==> src/tof_pkg.sv <==
// Constants, register map and carrier types for the threshold flag block
// Behaviour
// - Overtemperature flag sets whenever the temperature reading lies below the threshold.
// - Each threshold code step raises the trip level by about 3.04 mV.
// - The temperature reading spans 0 V to 1.55 V full scale.
// - Usable trip level runs from 9.12 mV (code 3) to 760 mV (code 250).
// - The overtemperature flag has a 16 mV hysteresis band.
// - Switch register bits 7:6 choose the accurate switch flag threshold.
// - Field value 00 means 0 mV; 01 and 10 are reserved.
package tof_pkg;

  // Printed register indexes; byte address is four times the index
  localparam logic [7:0] IDX_TEMP_READING = 8'h1A;
  localparam logic [7:0] IDX_OTP_TRIP = 8'h2F;
  localparam logic [7:0] IDX_SWITCH_CTRL = 8'h30;
  localparam logic [7:0] IDX_IRQ_STATUS = 8'h40;
  localparam logic [7:0] IDX_IRQ_MASK = 8'h41;
  localparam logic [7:0] IDX_LIVE_FLAGS = 8'h42;
  localparam int ADDR_W = 12;

  // Reset values
  localparam logic [7:0] RST_OTP_TRIP = 8'h32;
  localparam logic [7:0] RST_SWITCH_CTRL = 8'h00;
  localparam logic [2:0] RST_IRQ_MASK = 3'h0;

  // Field positions
  localparam int SW_THR_HI = 7;
  localparam int SW_THR_LO = 6;
  localparam int IRQ_OT_SET = 0;
  localparam int IRQ_OT_CLR = 1;
  localparam int IRQ_SW_SET = 2;
  localparam int IRQ_W = 3;

  // Analog scaling, in microvolts; readings scaled by ADC step count
  localparam int ADC_FS_UV = 1550000;
  localparam int ADC_STEPS = 256;
  localparam int OTP_LSB_UV = 3040;
  localparam int OTP_HYST_UV = 16000;
  localparam logic [7:0] OTP_CODE_MIN = 8'h03;
  localparam logic [7:0] OTP_CODE_MAX = 8'hFA;
  localparam logic [31:0] HYST_SCALED = 32'(OTP_HYST_UV * ADC_STEPS);
  localparam logic [31:0] FS_SCALED = 32'(ADC_FS_UV * ADC_STEPS);

  // Accurate switch threshold codes, in sense ADC counts (0 mV)
  localparam logic [1:0] SW_THR_0MV = 2'h0;
  localparam logic signed [11:0] SW_THR_0MV_CNT = 12'sh000;

  // APB request carrier
  typedef struct packed {
    logic psel;
    logic penable;
    logic pwrite;
    logic [ADDR_W-1:0] paddr;
    logic [31:0] pwdata;
  } tof_apb_req_s;

  // Sampled sense inputs
  typedef struct packed {
    logic temp_valid;
    logic [7:0] temp_code;
    logic cs_valid;
    logic signed [11:0] cs_diff;
  } tof_sense_s;

endpackage

==> src/tof_threshold_flags.sv <==
// Overtemperature and output-switch threshold flags with APB registers
//
// Implementation choice: the APB register port.
`timescale 1ns/10ps
module tof_threshold_flags import tof_pkg::*; (
  // Clock and reset
  input wire logic clk_sys_i,
  input wire logic reset_i,
  // APB slave
  input wire tof_apb_req_s apb_i,
  output logic [31:0] prdata_o,
  output logic pready_o,
  output logic pslverr_o,
  // Sense inputs
  input wire tof_sense_s sense_i,
  // Flags and interrupt
  output logic overtemp_flag_o,
  output logic output_isolation_switch_flag_o,
  output logic irq_o
);

  //////////////////////////////////////////////////////////////////////////
  // Registers and state
  logic [7:0] otp_trip;
  logic [7:0] switch_ctrl;
  logic [7:0] temp_reading;
  logic [IRQ_W-1:0] irq_status;
  logic [IRQ_W-1:0] irq_mask;
  logic ot_flag;
  logic sw_flag;

  //////////////////////////////////////////////////////////////////////////
  // APB decode
  logic access;
  logic wr_now;
  logic [7:0] idx;
  logic mapped;
  logic [31:0] next_rdata;

  // One wait state: pready rises on the second access cycle
  assign access = apb_i.psel & apb_i.penable;
  assign wr_now = access & pready_o & apb_i.pwrite;
  assign idx = apb_i.paddr[9:2];

  // Register read mux, upper bits read as zero
  always_comb begin
    mapped = 1'b1;
    next_rdata = 32'h0000_0000;
    if (apb_i.paddr[ADDR_W-1:10] != 2'h0 || apb_i.paddr[1:0] != 2'h0) begin
      mapped = 1'b0;
    end else begin
      unique case (idx)
        IDX_TEMP_READING: next_rdata = {24'h000000, temp_reading};
        IDX_OTP_TRIP: next_rdata = {24'h000000, otp_trip};
        IDX_SWITCH_CTRL: next_rdata = {24'h000000, switch_ctrl};
        IDX_IRQ_STATUS: next_rdata = {29'h0, irq_status};
        IDX_IRQ_MASK: next_rdata = {29'h0, irq_mask};
        IDX_LIVE_FLAGS: next_rdata = {30'h0, sw_flag, ot_flag};
        default: mapped = 1'b0;
      endcase
    end
  end

  // Bus answer; read data taken at the edge that raises pready, one edge before the one that completes
  always_ff @(posedge clk_sys_i) begin
    if (reset_i) begin
      pready_o <= 1'b0;
      pslverr_o <= 1'b0;
      prdata_o <= 32'h0000_0000;
    end else begin
      pready_o <= access & ~pready_o;
      pslverr_o <= access & ~pready_o & ~mapped;
      if (access & ~pready_o & ~apb_i.pwrite) begin
        prdata_o <= next_rdata;
      end
    end
  end

  // Writable configuration registers
  always_ff @(posedge clk_sys_i) begin
    if (reset_i) begin
      otp_trip <= RST_OTP_TRIP;
      switch_ctrl <= RST_SWITCH_CTRL;
      irq_mask <= RST_IRQ_MASK;
    end else if (wr_now && mapped) begin
      if (idx == IDX_OTP_TRIP) begin
        otp_trip <= apb_i.pwdata[7:0];
      end
      if (idx == IDX_SWITCH_CTRL) begin
        switch_ctrl <= apb_i.pwdata[7:0];
      end
      if (idx == IDX_IRQ_MASK) begin
        irq_mask <= apb_i.pwdata[IRQ_W-1:0];
      end
    end
  end

  //////////////////////////////////////////////////////////////////////////
  // Overtemperature comparison
  logic [7:0] eff_code;
  logic [31:0] rd_scaled;
  logic [31:0] thr_scaled;
  logic [31:0] clr_scaled;
  logic below_thr;
  logic above_clr;

  // Codes outside the usable band are clamped to its ends
  always_comb begin
    if (otp_trip < OTP_CODE_MIN) begin
      eff_code = OTP_CODE_MIN;
    end else if (otp_trip > OTP_CODE_MAX) begin
      eff_code = OTP_CODE_MAX;
    end else begin
      eff_code = otp_trip;
    end
  end

  // Both sides scaled by the step count to stay in integers
  assign rd_scaled = 32'(sense_i.temp_code) * 32'(ADC_FS_UV);
  assign thr_scaled = 32'(eff_code) * 32'(OTP_LSB_UV * ADC_STEPS);
  assign clr_scaled = thr_scaled + HYST_SCALED;
  assign below_thr = rd_scaled < thr_scaled;
  assign above_clr = rd_scaled > clr_scaled;

  // Latest reading kept for software
  always_ff @(posedge clk_sys_i) begin
    if (reset_i) begin
      temp_reading <= 8'h00;
    end else if (sense_i.temp_valid) begin
      temp_reading <= sense_i.temp_code;
    end
  end

  // Flag with hysteresis; readings between holds the flag
  always_ff @(posedge clk_sys_i) begin
    if (reset_i) begin
      ot_flag <= 1'b0;
    end else if (sense_i.temp_valid) begin
      if (below_thr) begin
        ot_flag <= 1'b1;
      end else if (above_clr) begin
        ot_flag <= 1'b0;
      end
    end
  end

  //////////////////////////////////////////////////////////////////////////
  // Accurate output-switch flag
  logic signed [11:0] sw_thr;

  // Reserved codes fall back to 0 mV rather than an undefined level
  always_comb begin
    unique case (switch_ctrl[SW_THR_HI:SW_THR_LO])
      SW_THR_0MV: sw_thr = SW_THR_0MV_CNT;
      default: sw_thr = SW_THR_0MV_CNT;
    endcase
  end

  // Flag follows each new current-sense sample
  always_ff @(posedge clk_sys_i) begin
    if (reset_i) begin
      sw_flag <= 1'b0;
    end else if (sense_i.cs_valid) begin
      sw_flag <= sense_i.cs_diff > sw_thr;
    end
  end

  //////////////////////////////////////////////////////////////////////////
  // Interrupts
  logic [IRQ_W-1:0] irq_event;
  logic [IRQ_W-1:0] w1c;
  logic ot_prev;
  logic sw_prev;

  // Edge memory for event detection
  always_ff @(posedge clk_sys_i) begin
    if (reset_i) begin
      ot_prev <= 1'b0;
      sw_prev <= 1'b0;
    end else begin
      ot_prev <= ot_flag;
      sw_prev <= sw_flag;
    end
  end

  assign irq_event[IRQ_OT_SET] = ot_flag & ~ot_prev;
  assign irq_event[IRQ_OT_CLR] = ~ot_flag & ot_prev;
  assign irq_event[IRQ_SW_SET] = sw_flag & ~sw_prev;
  assign w1c = (wr_now && mapped && idx == IDX_IRQ_STATUS) ?
    apb_i.pwdata[IRQ_W-1:0] : '0;

  // Sticky status bits, a new event beats a clear
  generate
    for (genvar b = 0; b < IRQ_W; b++) begin : g_sticky
      always_ff @(posedge clk_sys_i) begin
        if (reset_i) begin
          irq_status[b] <= 1'b0;
        end else if (irq_event[b]) begin
          irq_status[b] <= 1'b1;
        end else if (w1c[b]) begin
          irq_status[b] <= 1'b0;
        end
      end
    end
  endgenerate

  // Registered outputs
  always_ff @(posedge clk_sys_i) begin
    if (reset_i) begin
      irq_o <= 1'b0;
      overtemp_flag_o <= 1'b0;
      output_isolation_switch_flag_o <= 1'b0;
    end else begin
      irq_o <= |(irq_status & irq_mask);
      overtemp_flag_o <= ot_flag;
      output_isolation_switch_flag_o <= sw_flag;
    end
  end
endmodule

==> config.mk <==
export PLATFORM = sky130hd
export DESIGN_NAME = tof_threshold_flags
export DESIGN_NICKNAME = d
export VERILOG_FILES = /design/src/tof_pkg.sv /design/src/tof_threshold_flags.sv
export SDC_FILE = /design/constraint.sdc
export NUM_CORES = 1
export LEC_CHECK = 0
export BUFFER_PORTS_ARGS = -buffer_cell sky130_fd_sc_hd__buf_2
export CAP_MARGIN = 15
export CORE_MARGIN = 5
export CORE_UTILIZATION = 53
export CTS_CLUSTER_DIAMETER = 100
export CTS_CLUSTER_SIZE = 25
export DETAILED_ROUTE_END_ITERATION = 6
export GPL_TIMING_DRIVEN = 0
export PLACE_DENSITY_LB_ADDON = 0.2
export SYNTH_ARGS = -nofsm -noshare
export SYNTH_HDL_FRONTEND = slang
export SYNTH_SLANG_ARGS = --single-unit
==> constraint.sdc <==
create_clock -name clk_sys_i -period 6.55 [get_ports clk_sys_i]
set_input_delay 1.31 -clock clk_sys_i [delete_from_list [all_inputs] [get_ports clk_sys_i]]
set_output_delay 1.31 -clock clk_sys_i [all_outputs]
set_load 0.05 [all_outputs]
=== Word level (Yosys, flattened, before mapping) ===
Cells that the tools add are included.
W data, S select, Z words.

* Flip-flop bits (word level): 69
* Input port bits: 71
* Output and inout bits: 37
* Word-level logic and storage cells: 75

* Add/sub/neg operators: 1
* $mul: 2
* $lt $le $gt $ge: 5
* Equality and inequality tests: 6
* Multiplexer cells: 15
* Bitwise operators: 16
* Reductions and logical operators: 15

{| class="wikitable"
|+ Operator list
! operator !! count
|-
| $pmux W8 S6 || 1
|-
| $add A28 B22 Y29 const B || 1
|-
| $gt A29 B29 Y1 || 1
|-
| $lt A29 B28 Y1 || 1
|-
| $mul A8 B17 Y25 const B || 1
|-
| $eq A8 B7 Y1 const B || 3
|-
| $mux W8 || 3
|-
| $eq A8 B6 Y1 const B || 2
|-
| $mul A8 B7 Y15 const B || 1
|-
| $gt A12 B1 Y1 const B || 1
|-
| $reduce_bool A2 Y1 || 6
|-
| $mux W1 || 10
|-
| $and A1 B1 Y1 || 9
|-
| $eq A8 B5 Y1 const B || 1
|-
| $gt A8 B8 Y1 const B || 1
|-
| $lt A8 B2 Y1 const B || 1
|-
| $reduce_and A2 Y1 || 4
|-
| $not A1 Y1 || 6
|-
| $reduce_or A6 Y1 || 1
|-
| $and A3 B3 Y3 || 1
|-
| $mux W3 || 1
|-
| $reduce_or A3 Y1 || 1
|-
| $logic_and A1 B1 Y1 || 2
|-
| $logic_or A1 B1 Y1 || 1
|}

=== Longest topological paths before layout ===
Gate-level depths: netlist of run 1.

* Word-level depth: 9
* Gate-level depth with buffers: 30
* Depth with buffers taken out: 30

=== Worst setup path before layout of run 1 ===
No wires, ideal clock.

* Kind: input-to-reg
* From: input port sense_i[18] (netlist name)
* To: register ot_flag
* Arrival: 6.245 ns
* Data required time: 6.489 ns
* Slack: 0.245 ns
* Stages on the path: 24
* Path buffers: 0
* Cells stage by stage: ha_1 -> inv_1 -> fa_1 -> fa_1 -> inv_1 -> fa_1 -> ha_1 -> and3_1 -> a21o_1 -> a211oi_1 -> o21a_1 -> o21ai_1 -> a211o_1 -> a21oi_1 -> xnor2_1 -> ha_1 -> nor2_1 -> nand2_1 -> nor3_1 -> nand3_1 -> a21oi_1 -> nor2_1 -> a2111oi_0 -> a311o_1

* Longest elaborated chain between the ends: 4
* Elaborated cells between the ends (all ways): 6

{| class="wikitable"
|+ RTL lines
! what !! RTL line !! RTL
|-
| start: declaration || tof_threshold_flags.sv:15 || <nowiki>input wire tof_sense_s sense_i,</nowiki>
|-
| $mul A8 B17 Y25 (*) || tof_threshold_flags.sv:119 || <nowiki>assign rd_scaled = 32'(sense_i.temp_code) * 32'(ADC_FS_UV);</nowiki>
|-
| $lt A29 B28 Y1 or $gt A29 B29 Y1 (tied branches) || tof_threshold_flags.sv:122, tof_threshold_flags.sv:123 ||
|-
| $reduce_bool A2 Y1 (no line) || - ||
|-
| $reduce_and A2 Y1 (no line) || - ||
|-
| end signal: assignment || tof_threshold_flags.sv:137 || <nowiki>ot_flag <= 1'b0;</nowiki>
|-
| end signal: assignment || tof_threshold_flags.sv:140 || <nowiki>ot_flag <= 1'b1;</nowiki>
|-
| end signal: assignment || tof_threshold_flags.sv:142 || <nowiki>ot_flag <= 1'b0;</nowiki>
|-
| end: declaration || tof_threshold_flags.sv:29 || <nowiki>logic ot_flag;</nowiki>
|}

Every way passes the cells marked *; elsewhere a longest branch is shown, timed or not.
A chain may end at the register's enable or synchronous reset.

=== Worst setup path in the final report of run 1 ===
* From: register otp_trip[0]
* To: register ot_flag

* Longest elaborated chain between the ends: 8
* Elaborated cells between the ends (all ways): 11

{| class="wikitable"
|+ RTL lines
! what !! RTL line !! RTL
|-
| start: declaration || tof_threshold_flags.sv:24 || <nowiki>logic [7:0] otp_trip;</nowiki>
|-
| start signal: assignment || tof_threshold_flags.sv:87 || <nowiki>otp_trip <= apb_i.pwdata[7:0];</nowiki>
|-
| $gt A8 B8 Y1 || tof_threshold_flags.sv:111 || <nowiki>end else if (otp_trip > OTP_CODE_MAX) begin</nowiki>
|-
| $mux W8 || tof_threshold_flags.sv:111 ||
|-
| $mux W8 (*) || tof_threshold_flags.sv:109 || <nowiki>if (otp_trip < OTP_CODE_MIN) begin</nowiki>
|-
| $mul A8 B7 Y15 (*) || tof_threshold_flags.sv:120 || <nowiki>assign thr_scaled = 32'(eff_code) * 32'(OTP_LSB_UV * ADC_STEPS);</nowiki>
|-
| $add A28 B22 Y29 || tof_threshold_flags.sv:121 || <nowiki>assign clr_scaled = thr_scaled + HYST_SCALED;</nowiki>
|-
| $gt A29 B29 Y1 || tof_threshold_flags.sv:123 || <nowiki>assign above_clr = rd_scaled > clr_scaled;</nowiki>
|-
| $reduce_bool A2 Y1 (no line) || - ||
|-
| $reduce_and A2 Y1 (no line) || - ||
|}

Marks and branches as above.

==> metrics, run 1 <==
Detailed Place HPWL=14000 um; Port Buffers=57; sequential element share of the synthesized area=0.133; initial core utilization=0.538; CP max FO=4; Max IR drop VDD=127 uV; diodes inserted=0; YS warnings=0; fin crit period=6520 ps; register area=915 sq um; Synth Instances=~750; Finished Core Util=0.652; layout cells sized above 1=0.240; CTS tree=done; Vias=~5700; # hold bufs at CTS=0; Pre-antenna DRT Iters=5; clk sinks=between 40 and 50; Pwr Density=286 nW/um^2; P_int=1.23 mW; GPL Wtd Cong=approximately 0.86; setup tns final=0 ps; # DRC=0; Hold/Removal Path Class=flop to flop; Comb power frac=0.762; number of setup violations in the final report=0; MaxCap Viol Count=0; cell area after layout=8190 sq um; CP bufs+invs=4; Skew-Pair Late Insertion Delay=290 ps; highest-delay cell along the critical path=fa_1; Initial DRC Count=317; Leak=slightly below 4 nW; core area=12600 sq um; final hold viol count=0; Final Slew Violations=0; Crit path max-delay family=adder cells; maximum clock frequency=0.153 GHz; Max clock buf depth=2; area grow syn2layout=21.1%; CTS clock-pin slew for the worst setup and hold paths=60 ps; FILL cells=1025; post-synth top area share=0.235; FF+latch count, synth=45; WS Path Type=flop to flop; cell taking the most area after synthesis=ha_1; mean post-synth cell area=9.03 sq um; crit start category=flop; CP peak stage delay=between 500 and 600 ps; Reg power frac=0.125; ys async rst share=0; Design Power=roughly 2.3 mW; global-route wire length before repair=between 20000 and 30000 um; Top FF cell, synth=dfxtp_1; unrepaired setup endpoints after global routing=true; initial antenna violation count=0; Post-Syn Area=6760 sq um; post-route ant nets=0; ranking of synthesized cells by area=ha_1 (23%), fa_1 (18%), dfxtp_1 (13%), inv_1 (5.4%), mux2i_1 (4.3%); largest net degree at the start of global routing=14; Sw Pwr=1.11 mW; die area=15100 sq um; synth unique cells=65; run status=finished, final reports clean; area of the multi-input gates=5770 sq um; placed cell area=7350 sq um; placed cells=1001; CTS buffer count=5; fin cells=1036; clock root cell=clkbuf_16; Worst Setup End Kind=flop; chip height=123 um; clock power share=0.113; Slew @ Worst Pin=887 ps; CP Data Arrival Time=6750 ps; pre-CTS worst setup slack=-1100 ps; routed wire length=16900 um; grt total ovfl=0; crit share post-route=0.995; Ports=108; vias per inst=5.51; final hold slack=roughly 490 ps; sw frac=0.473; vias in the first global route=roughly 6000; H-tree depth=2; Rows=41; worst-case headroom to the max-slew limit=0.402; nets=~1100; EDFF count, synth=0; All-Layer GR Usage=0.224; Setup Skew=5.28 ps; CP required=6780 ps; WL per Instance=16.3 um; Setup WS post-layout=32.5 ps; Die X=123 um
==> per-layer routing <==
layer	up-vias	GRT usage	part of all wire
li1	2778	-	-
met1	2721	0.304	0.44
met2	174	0.376	0.48
met3	40	0.0293	0.046
met4	0	0.0651	0.030
met5	-	0	0
==> sequential cells by signal, summed over array words and instances (netlist names), 3 cells and up <==
signal / cells
irq_mask: 3
irq_status: 3
otp_trip: 8
prdata_o: 8
switch_ctrl: 8
temp_reading: 8
==> cell usage in the layout (no fill, tap or decap), types with 4 or more instances in the layout <==
master,instances
ha_1,114
inv_1,88
fa_1,58
nor2_1,56
buf_2,55
buf_4,51
dfxtp_1,38
a21oi_1,35
nand2_1,33
mux2i_1,29
xnor2_1,24
conb_1,24
nor3_1,15
o21ai_0,12
clkbuf_1,12
nor2b_1,11
ha_4,11
a21o_1,10
inv_2,10
nand3_1,8
o21bai_1,8
xor2_1,8
o21a_1,7
o21ai_1,6
xnor2_2,6
a21oi_2,6
a222oi_1,6
nand4_1,5
nand2b_1,5
or3_1,5
buf_6,5
clkbuf_16,5
dfxtp_2,5
and3_1,4
nor2_2,4
==> final cells by class <==
cell class,count,share of cell area
multi-input cells,589,0.705
clock buffers,7,0.0186
inverters,98,0.0449
clock inverters,1,0.000611
flip-flops and latches,45,0.112
repair buffers,84,0.0626
plain buffers,40,0.0305
well taps,172,0.0263
==> cell families (layout without fill, tap and decap cells) <==
kind of cell / count (synthesis) / after routing / share of synthesized area
other: 1 / 24 / 0.000555
multiplexers: 29 / 29 / 0.0429
XOR/XNOR: 42 / 42 / 0.0544
buffers and inverters: 138 / 230 / 0.0914
AND/OR/NAND/NOR: 176 / 176 / 0.135
flip-flops: 45 / 45 / 0.133
adder cells (fa/ha/maj): 187 / 187 / 0.413
AO/OA/AOI/OAI: 131 / 131 / 0.130
==> final timing paths <==
check	slack (ps)	cells past startpoint	startpoint	to
max	30	28	otp_trip[0]	ot_flag
min	490	2	prdata_o[6]	prdata_o[6]
max reg2reg	30	28	otp_trip[0]	ot_flag
min reg2reg	490	2	prdata_o[6]	prdata_o[6]
==> power by group through the flow <==
stage          clock (mW)  combinational, mW  sequential (mW)
6_report            0.264               1.78            0.293
5_1_grt             0.281               2.03            0.294
4_1_cts             0.268               1.75            0.293
3_5_place_dp            0               1.61            0.299
3_3_place_gp            0               1.54            0.299
2_1_floorplan           0               1.23            0.301
==> Yosys cell counts (3+ instances only) <==
cell type and number:
a211oi_1 5, a21o_1 11, a21oi_1 41, a221oi_1 3
a222oi_1 6, and2_1 3, and3_1 4, buf_4 24
clkbuf_1 12, dfxtp_1 45, fa_1 60, ha_1 127
inv_1 98, mux2i_1 29, nand2_1 35, nand2b_1 5
nand3_1 9, nand4_1 5, nand4b_1 3, nor2_1 59
nor2b_1 12, nor3_1 19, nor4_1 4, o211ai_1 3
o21a_1 7, o21ai_0 15, o21ai_1 6, o21bai_1 9
o41ai_1 3, or3_1 6, xnor2_1 32, xor2_1 10
==> worst register-to-register path, delay by kind of cell (launching register included) <==
kind,cells,cell delay (ps)
flops,1,330
simple gates,8,1720
buf+inv,4,400
xor+xnor,1,160
compound gates,9,1750
fa+ha+maj,6,2100
==> repair_timing <==
| action | in CTS | in global routing |
|---|---|---|
| pin swaps | 31 | 32 |
| buffers inserted | 13 | 14 |
| endpoints found under the setup margin | 1 | 1 |
| resized for setup | 57 | 45 |
Power figures use the tool's default switching activity.
==> run 2: changes to the inputs <==
--- a/config.mk
+++ b/config.mk
@@ -8,7 +8,7 @@
 export BUFFER_PORTS_ARGS = -buffer_cell sky130_fd_sc_hd__buf_2
 export CAP_MARGIN = 15
 export CORE_MARGIN = 5
-export CORE_UTILIZATION = 53
+export CORE_UTILIZATION = 59
 export CTS_CLUSTER_DIAMETER = 100
 export CTS_CLUSTER_SIZE = 25
 export DETAILED_ROUTE_END_ITERATION = 6
==> constraint.sdc (replaced) <==
create_clock -name clk_sys_i -period 6.3 [get_ports clk_sys_i]
set_input_delay 1.26 -clock clk_sys_i [delete_from_list [all_inputs] [get_ports clk_sys_i]]
set_output_delay 1.26 -clock clk_sys_i [all_outputs]
set_load 0.05 [all_outputs]
==> run 2 against run 1 <==
The flow now finishes with violations (negative setup slack). Power rose by 8.0%. Register-to-register slack got worse by 60 ps. Sequential power rose by 3%. Global-route usage rose by 4.0 points. Combinational power rose by 9%. Via count rose by 1.2%. Clock power rose by 8.7%. Die area fell by 9.4%. First-iteration DRC count rose by 1.3%. Setup slack got worse by 180 ps. Count of clock-buffer cells in the layout fell by 2. Sequential share of layout area fell by 0.14 points. Critical endpoint unchanged. Largest cell class unchanged.
==> metrics, run 2 (synthesis results as in run 1) <==
Hold/Removal Path Class=flop to flop (unchanged); commonest non-fill, non-tap cells in the layout=ha_1 (109), inv_1 (86), buf_4 (61), nor2_1 (56), fa_1 (56) (was ha_1 (114), inv_1 (88), fa_1 (58), nor2_1 (56), buf_2 (55)); worst-case headroom to the max-slew limit=0.437 (was 0.402); Detailed Place HPWL=13800 um (was 14000 um); # hold bufs at CTS=0 (unchanged); Skew-Pair Late Insertion Delay=280 ps (was 290 ps); clock root cell=clkbuf_16 (unchanged); reg-to-reg endpoint=ot_flag (unchanged); failing checks=negative setup slack; core area=11300 sq um (was 12600 sq um); GPL Wtd Cong=0.926 (was 0.859); All-Layer GR Usage=0.265 (was 0.224); diodes inserted=0 (unchanged); number of setup violations in the final report=1 (was 0); FILL cells=832 (was 1025); Design Power=2.53 mW (was 2.34 mW); CTS clock-pin slew for the worst setup and hold paths=60 ps (about the same); die area=13700 sq um (was 15100 sq um); Highest Signal Layer=met4 (unchanged); H-tree depth=2 (unchanged); Vias=5783 (was 5713); reg2reg start=otp_trip[0] (unchanged); final hold viol count=0 (unchanged); Ports=108 (unchanged); Setup WS post-layout=-149 ps (was 32.5 ps); Hold Path Origin=pready_o (was prdata_o[6]); Hold Path End=pready_o (was prdata_o[6]); register area=917 sq um (was 915 sq um); crit start category=input pin (was flop); Slew @ Worst Pin=836 ps (was 887 ps); R2R Setup Slk=-30 ps (was 30 ps); pre-CTS worst setup slack=-1020 ps (was -1100 ps); area grow syn2layout=23.0% (was 21.1%); cell area after layout=8320 sq um (was 8190 sq um); # DRC=0 (unchanged); initial antenna violation count=0 (unchanged); Leak=3.98 nW (was 3.94 nW); Worst Setup End Kind=flop (unchanged); initial core utilization=0.597 (was 0.538); Rows=39 (was 41); WS Path Type=input pin to flop (was flop to flop); commonest non-fill, non-tap cell in the layout=ha_1 (unchanged); fin crit period=6450 ps; post-route ant nets=0 (unchanged); CTS buffer count=5 (unchanged); Max IR drop VDD=290 uV (was 127 uV); CP Data Arrival Time=6670 ps (was 6750 ps); hold depth=1 (was 2); Initial DRC Count=321 (was 317); clk sinks=45 (unchanged); nets=1129 (was 1121); met2 wire length=9470 um (was 8170 um); Pre-antenna DRT Iters=5 (unchanged); met3 wire length=677 um (was 781 um); Worst Reg2Reg Path Length in Cells=28 (unchanged); chip height=117 um (was 123 um); run status=complete, but fails checks (was finished, final reports clean); maximum clock frequency=between 0.15 and 0.2 GHz; Final Slew Violations=0 (unchanged); grt total ovfl=0 (unchanged); CP required=6520 ps (was 6780 ps); Max clock buf depth=2 (unchanged); largest net degree at the start of global routing=14 (unchanged); routed wire length=17800 um (was 16900 um); CTS tree=done (unchanged); area of the multi-input gates=5830 sq um (was 5770 sq um); global-route wire length before repair=28700 um (was 27400 um); WL per Instance=17.6 um (was 16.3 um); setup tns final=-149 ps (was 0 ps); Setup Skew=2.64 ps (was 5.28 ps); Pwr Density=304 nW/um^2 (was 286 nW/um^2); MaxCap Viol Count=0 (unchanged); Die X=117 um (was 123 um); unrepaired setup endpoints after global routing=true (unchanged); CP max FO=5 (was 4); placed cell area=7310 sq um (was 7350 sq um); layout cells sized above 1=0.258 (was 0.240); vias per inst=5.70 (was 5.51); Port Buffers=57 (unchanged); vias in the first global route=6167 (was 5899); crit share post-route=1.02; WL met1=7060 um (was 7470 um)
## run 2: repair_timing
action                                  4_1_cts  5_1_grt
endpoints found under the setup margin        1        1
pin swaps                                    51       29
setup buffers                                29        6
cloned                                        0        0
resized for setup                            95       31
## run 2: power by group
group,switching [mW],internal (mW),total (mW)
Sequential,0.00865,0.294,0.303
Clock,0.103,0.184,0.287
Combinational,1.07,0.865,1.94
Total,1.18,1.34,2.53
## run 2: routing by layer
metal,up-vias,GRT usage
met3,57,0.0308
met1,2772,0.307
met4,0,0.0948
met5,-,0
li1,2781,-
met2,173,0.499
## run 2: worst max-delay path, cell delays in order
cell and delay [ps]:
buf_12 110, buf_4 160, ha_1 380, fa_1 490
fa_1 570, ha_1 370, ha_1 280, a21oi_2 220
o211ai_1 120, nand2_1 170, o21bai_1 140, a21oi_2 260
o21bai_1 90, a21oi_1 180, xnor2_1 140, ha_1 230
or3_1 400, a211o_1 290, a21oi_1 160, nor2_1 120
a2111oi_2 350, a311o_1 170
## run 2: worst max path at each step
| stage | cells after the start | end | from | slack (ps) |
|---|---|---|---|---|
| after CTS | 24 | ot_flag | sense_i[17] | -60 |
| after detailed placement | 25 | ot_flag | sense_i[17] | -1020 |
| after global placement | 24 | ot_flag | sense_i[17] | -880 |
| after global routing | 22 | ot_flag | sense_i[15] | -300 |
| after floorplan | 24 | ot_flag | sense_i[18] | 40 |
| final | 22 | ot_flag | sense_i[15] | -150 |
## run 2: through the flow
step / util / cells / hold WS, ps
floorplan: - / 772 / 459
global placement: 0.646 / 972 / 459
detailed placement: 0.646 / 972 / 484
CTS: 0.720 / 1008 / 495
global route: 0.735 / 1014 / 516
finish: 0.735 / 1014 / 482
## run 2: final cells by class
cell class,instances,share of cell area
buffer,40,0.0301
timing repair buffer,92,0.0737
clock inverter,2,0.00421
tap,143,0.0215
clock buffer,5,0.0150
inverter,98,0.0448
sequential,45,0.110
multi-input combinational,589,0.700
==> run 3: changes to the inputs <==
--- a/config.mk
+++ b/config.mk
@@ -7,13 +7,16 @@
 export LEC_CHECK = 0
 export BUFFER_PORTS_ARGS = -buffer_cell sky130_fd_sc_hd__buf_2
 export CAP_MARGIN = 15
+export CELL_PAD_IN_SITES_DETAIL_PLACEMENT = 1
+export CELL_PAD_IN_SITES_GLOBAL_PLACEMENT = 2
 export CORE_MARGIN = 5
-export CORE_UTILIZATION = 59
+export CORE_UTILIZATION = 36
 export CTS_CLUSTER_DIAMETER = 100
 export CTS_CLUSTER_SIZE = 25
 export DETAILED_ROUTE_END_ITERATION = 6
 export GPL_TIMING_DRIVEN = 0
 export PLACE_DENSITY_LB_ADDON = 0.2
+export SLEW_MARGIN = 15
 export SYNTH_ARGS = -nofsm -noshare
 export SYNTH_HDL_FRONTEND = slang
 export SYNTH_SLANG_ARGS = --single-unit
==> run 3 against run 2 <==
The run still ends with negative setup slack left. First-iteration DRC count fell by 34%. Combinational power is 3% higher. Largest cell class unchanged. Critical path type unchanged. Worst hold slack improved by 7.7 ps. Count of clock-buffer cells in the layout unchanged. Sequential share of layout area fell by 0.15 points. Largest power group unchanged.
==> metrics, run 3 (synthesis results as in run 1) <==
vias per inst=5.06 (was 5.70); CTS tree=done (unchanged); highest-delay cell along the critical path=fa_1 (unchanged); CP max FO=3 (was 5); CP required=6540 ps (was 6520 ps); Port Buffers=57 (unchanged); # DRC=0 (unchanged); met2 wire length=9690 um (was 9470 um); worst-case headroom to the max-slew limit=0.380 (was 0.437); Pre-antenna DRT Iters=4 (was 5); Die X=147 um (was 117 um); nets=1125 (was 1129); vias in the first global route=6344 (was 6167); MaxCap Viol Count=0 (unchanged); Max clock buf depth=2 (unchanged); chip height=147 um (was 117 um); Max IR drop VDD=130 uV (was 290 uV); number of setup violations in the final report=1 (unchanged); Worst Setup End Kind=flop (unchanged); FILL cells=2146 (was 832); unrepaired setup endpoints after global routing=true (unchanged); commonest non-fill, non-tap cells in the layout=ha_1 (111), inv_1 (88), fa_1 (58), nor2_1 (56), buf_4 (56) (was ha_1 (109), inv_1 (86), buf_4 (61), nor2_1 (56), fa_1 (56)); WL met1=9030 um (was 7060 um); CTS clock-pin slew for the worst setup and hold paths=70 ps (was 60 ps); H-tree depth=2 (unchanged); met3 wire length=331 um (was 677 um); GPL Wtd Cong=0.843 (was 0.926); initial antenna violation count=0 (unchanged); Detailed Place HPWL=16400 um (was 13800 um); run status=complete, but fails checks (unchanged); Rows=50 (was 39); Skew-Pair Late Insertion Delay=290 ps (was 280 ps); Vias=5574 (was 5783); area of the multi-input gates=5820 sq um (was 5830 sq um); clk sinks=45 (unchanged); WS Path Type=input pin to flop (unchanged); routed wire length=19300 um (was 17800 um); crit share post-route=1.00 (was 1.02); CTS buffer count=5 (unchanged); largest net degree at the start of global routing=16 (was 14); crit start category=input pin (unchanged); Pwr Density=307 nW/um^2 (was 304 nW/um^2); final hold slack=490 ps (was 482 ps); Ports=108 (unchanged); register area=910 sq um (was 917 sq um); Setup WS post-layout=-25.3 ps (was -149 ps); maximum clock frequency=0.158 GHz (was 0.155 GHz); All-Layer GR Usage=0.183 (was 0.265); initial core utilization=0.364 (was 0.597); core area=18600 sq um (was 11300 sq um); CP Data Arrival Time=6560 ps (was 6670 ps); Initial DRC Count=212 (was 321); layout cells sized above 1=0.248 (was 0.258); failing checks=negative setup slack (unchanged); grt total ovfl=0 (unchanged); CP peak stage delay=530 ps (was 570 ps); cell area after layout=8360 sq um (was 8320 sq um); area grow syn2layout=23.7% (was 23.0%); fin crit period=6330 ps (was 6450 ps); Hold/Removal Path Class=flop to flop (unchanged); R2R Setup Slk=30 ps (was -30 ps); diodes inserted=0 (unchanged); placed cell area=7430 sq um (was 7310 sq um); setup tns final=-25.3 ps (was -149 ps); Final Slew Violations=0 (unchanged); post-route ant nets=0 (unchanged); Leak=3.96 nW (was 3.98 nW); # hold bufs at CTS=0 (unchanged); global-route wire length before repair=32500 um (was 28700 um); WL per Instance=17.5 um (was 17.6 um); commonest non-fill, non-tap cell in the layout=ha_1 (unchanged); die area=21600 sq um (was 13700 sq um); final hold viol count=0 (unchanged); Slew @ Worst Pin=930 ps (was 836 ps); Highest Signal Layer=met4 (unchanged); Design Power=2.57 mW (was 2.53 mW); clock root cell=clkbuf_16 (unchanged); Setup Skew=9.35 ps (was 2.64 ps)
[run 3: cell count changes in the layout (fill, tap and decap cells not counted), sizes merged]
cell | previous run | this run
bufinv | 1 | 0
clkinvlp | 0 | 2
buf | 120 | 116
[run 3: routing by layer]
layer  vias up  track usage
met5         -            0
met4         0       0.0247
met3        17       0.0179
met2        59        0.324
met1      2728        0.248
li1       2770            -
[run 3: report_power, final]
| part | internal [mW] | switching (mW) | total [mW] |
|---|---|---|---|
| clock network | 0.148 | 0.119 | 0.267 |
| logic | 0.900 | 1.09 | 1.99 |
| registers | 0.295 | 0.0106 | 0.306 |
[run 3: path summary, 6_finish.rpt]
check / start / end / depth (start not counted)
hold / removal: prdata_o[7] / prdata_o[7] / 2
setup reg to reg: otp_trip[1] / ot_flag / 28
setup / recovery: sense_i[15] / ot_flag / 25
hold reg to reg: prdata_o[7] / prdata_o[7] / 2
[run 3: critical path: cells and delay by family]
kind / cells / cell delay, ps
adders and majority gates: 6 / 2350
buffers and inverters: 4 / 380
xor gates and xnor gates: 1 / 130
and+or+nand+nor: 4 / 620
AOI/OAI and AO/OA: 10 / 1810
[run 3: repair_timing]
| item | 4_1_cts | 5_1_grt |
|---|---|---|
| setup endpoints to repair | 1 | 1 |
| pin swaps | 47 | 7 |
| buffers inserted | 29 | 2 |
| gates resized for setup | 100 | 15 |
[run 3: final cells by class]
| cell class | instances | share of cell area |
|---|---|---|
| Inverter | 98 | 0.0450 |
| Multi-Input combinational cell | 589 | 0.696 |
| Buffer | 40 | 0.0299 |
| Clock inverter | 3 | 0.00254 |
| Timing Repair Buffer | 88 | 0.0678 |
| Clock buffer | 5 | 0.0150 |
| Tap cell | 234 | 0.0350 |
| Sequential cell | 45 | 0.109 |
[run 3: stage by stage]
step / std cells / setup slack [ps] / utilization
after floorplan: 772 / 44.7 / -
after global placement: 1063 / -1380 / 0.400
after detailed placement: 1063 / -1450 / 0.400
after CTS: 1100 / -166 / 0.446
after global routing: 1102 / -355 / 0.450
final: 1102 / -25.3 / 0.450
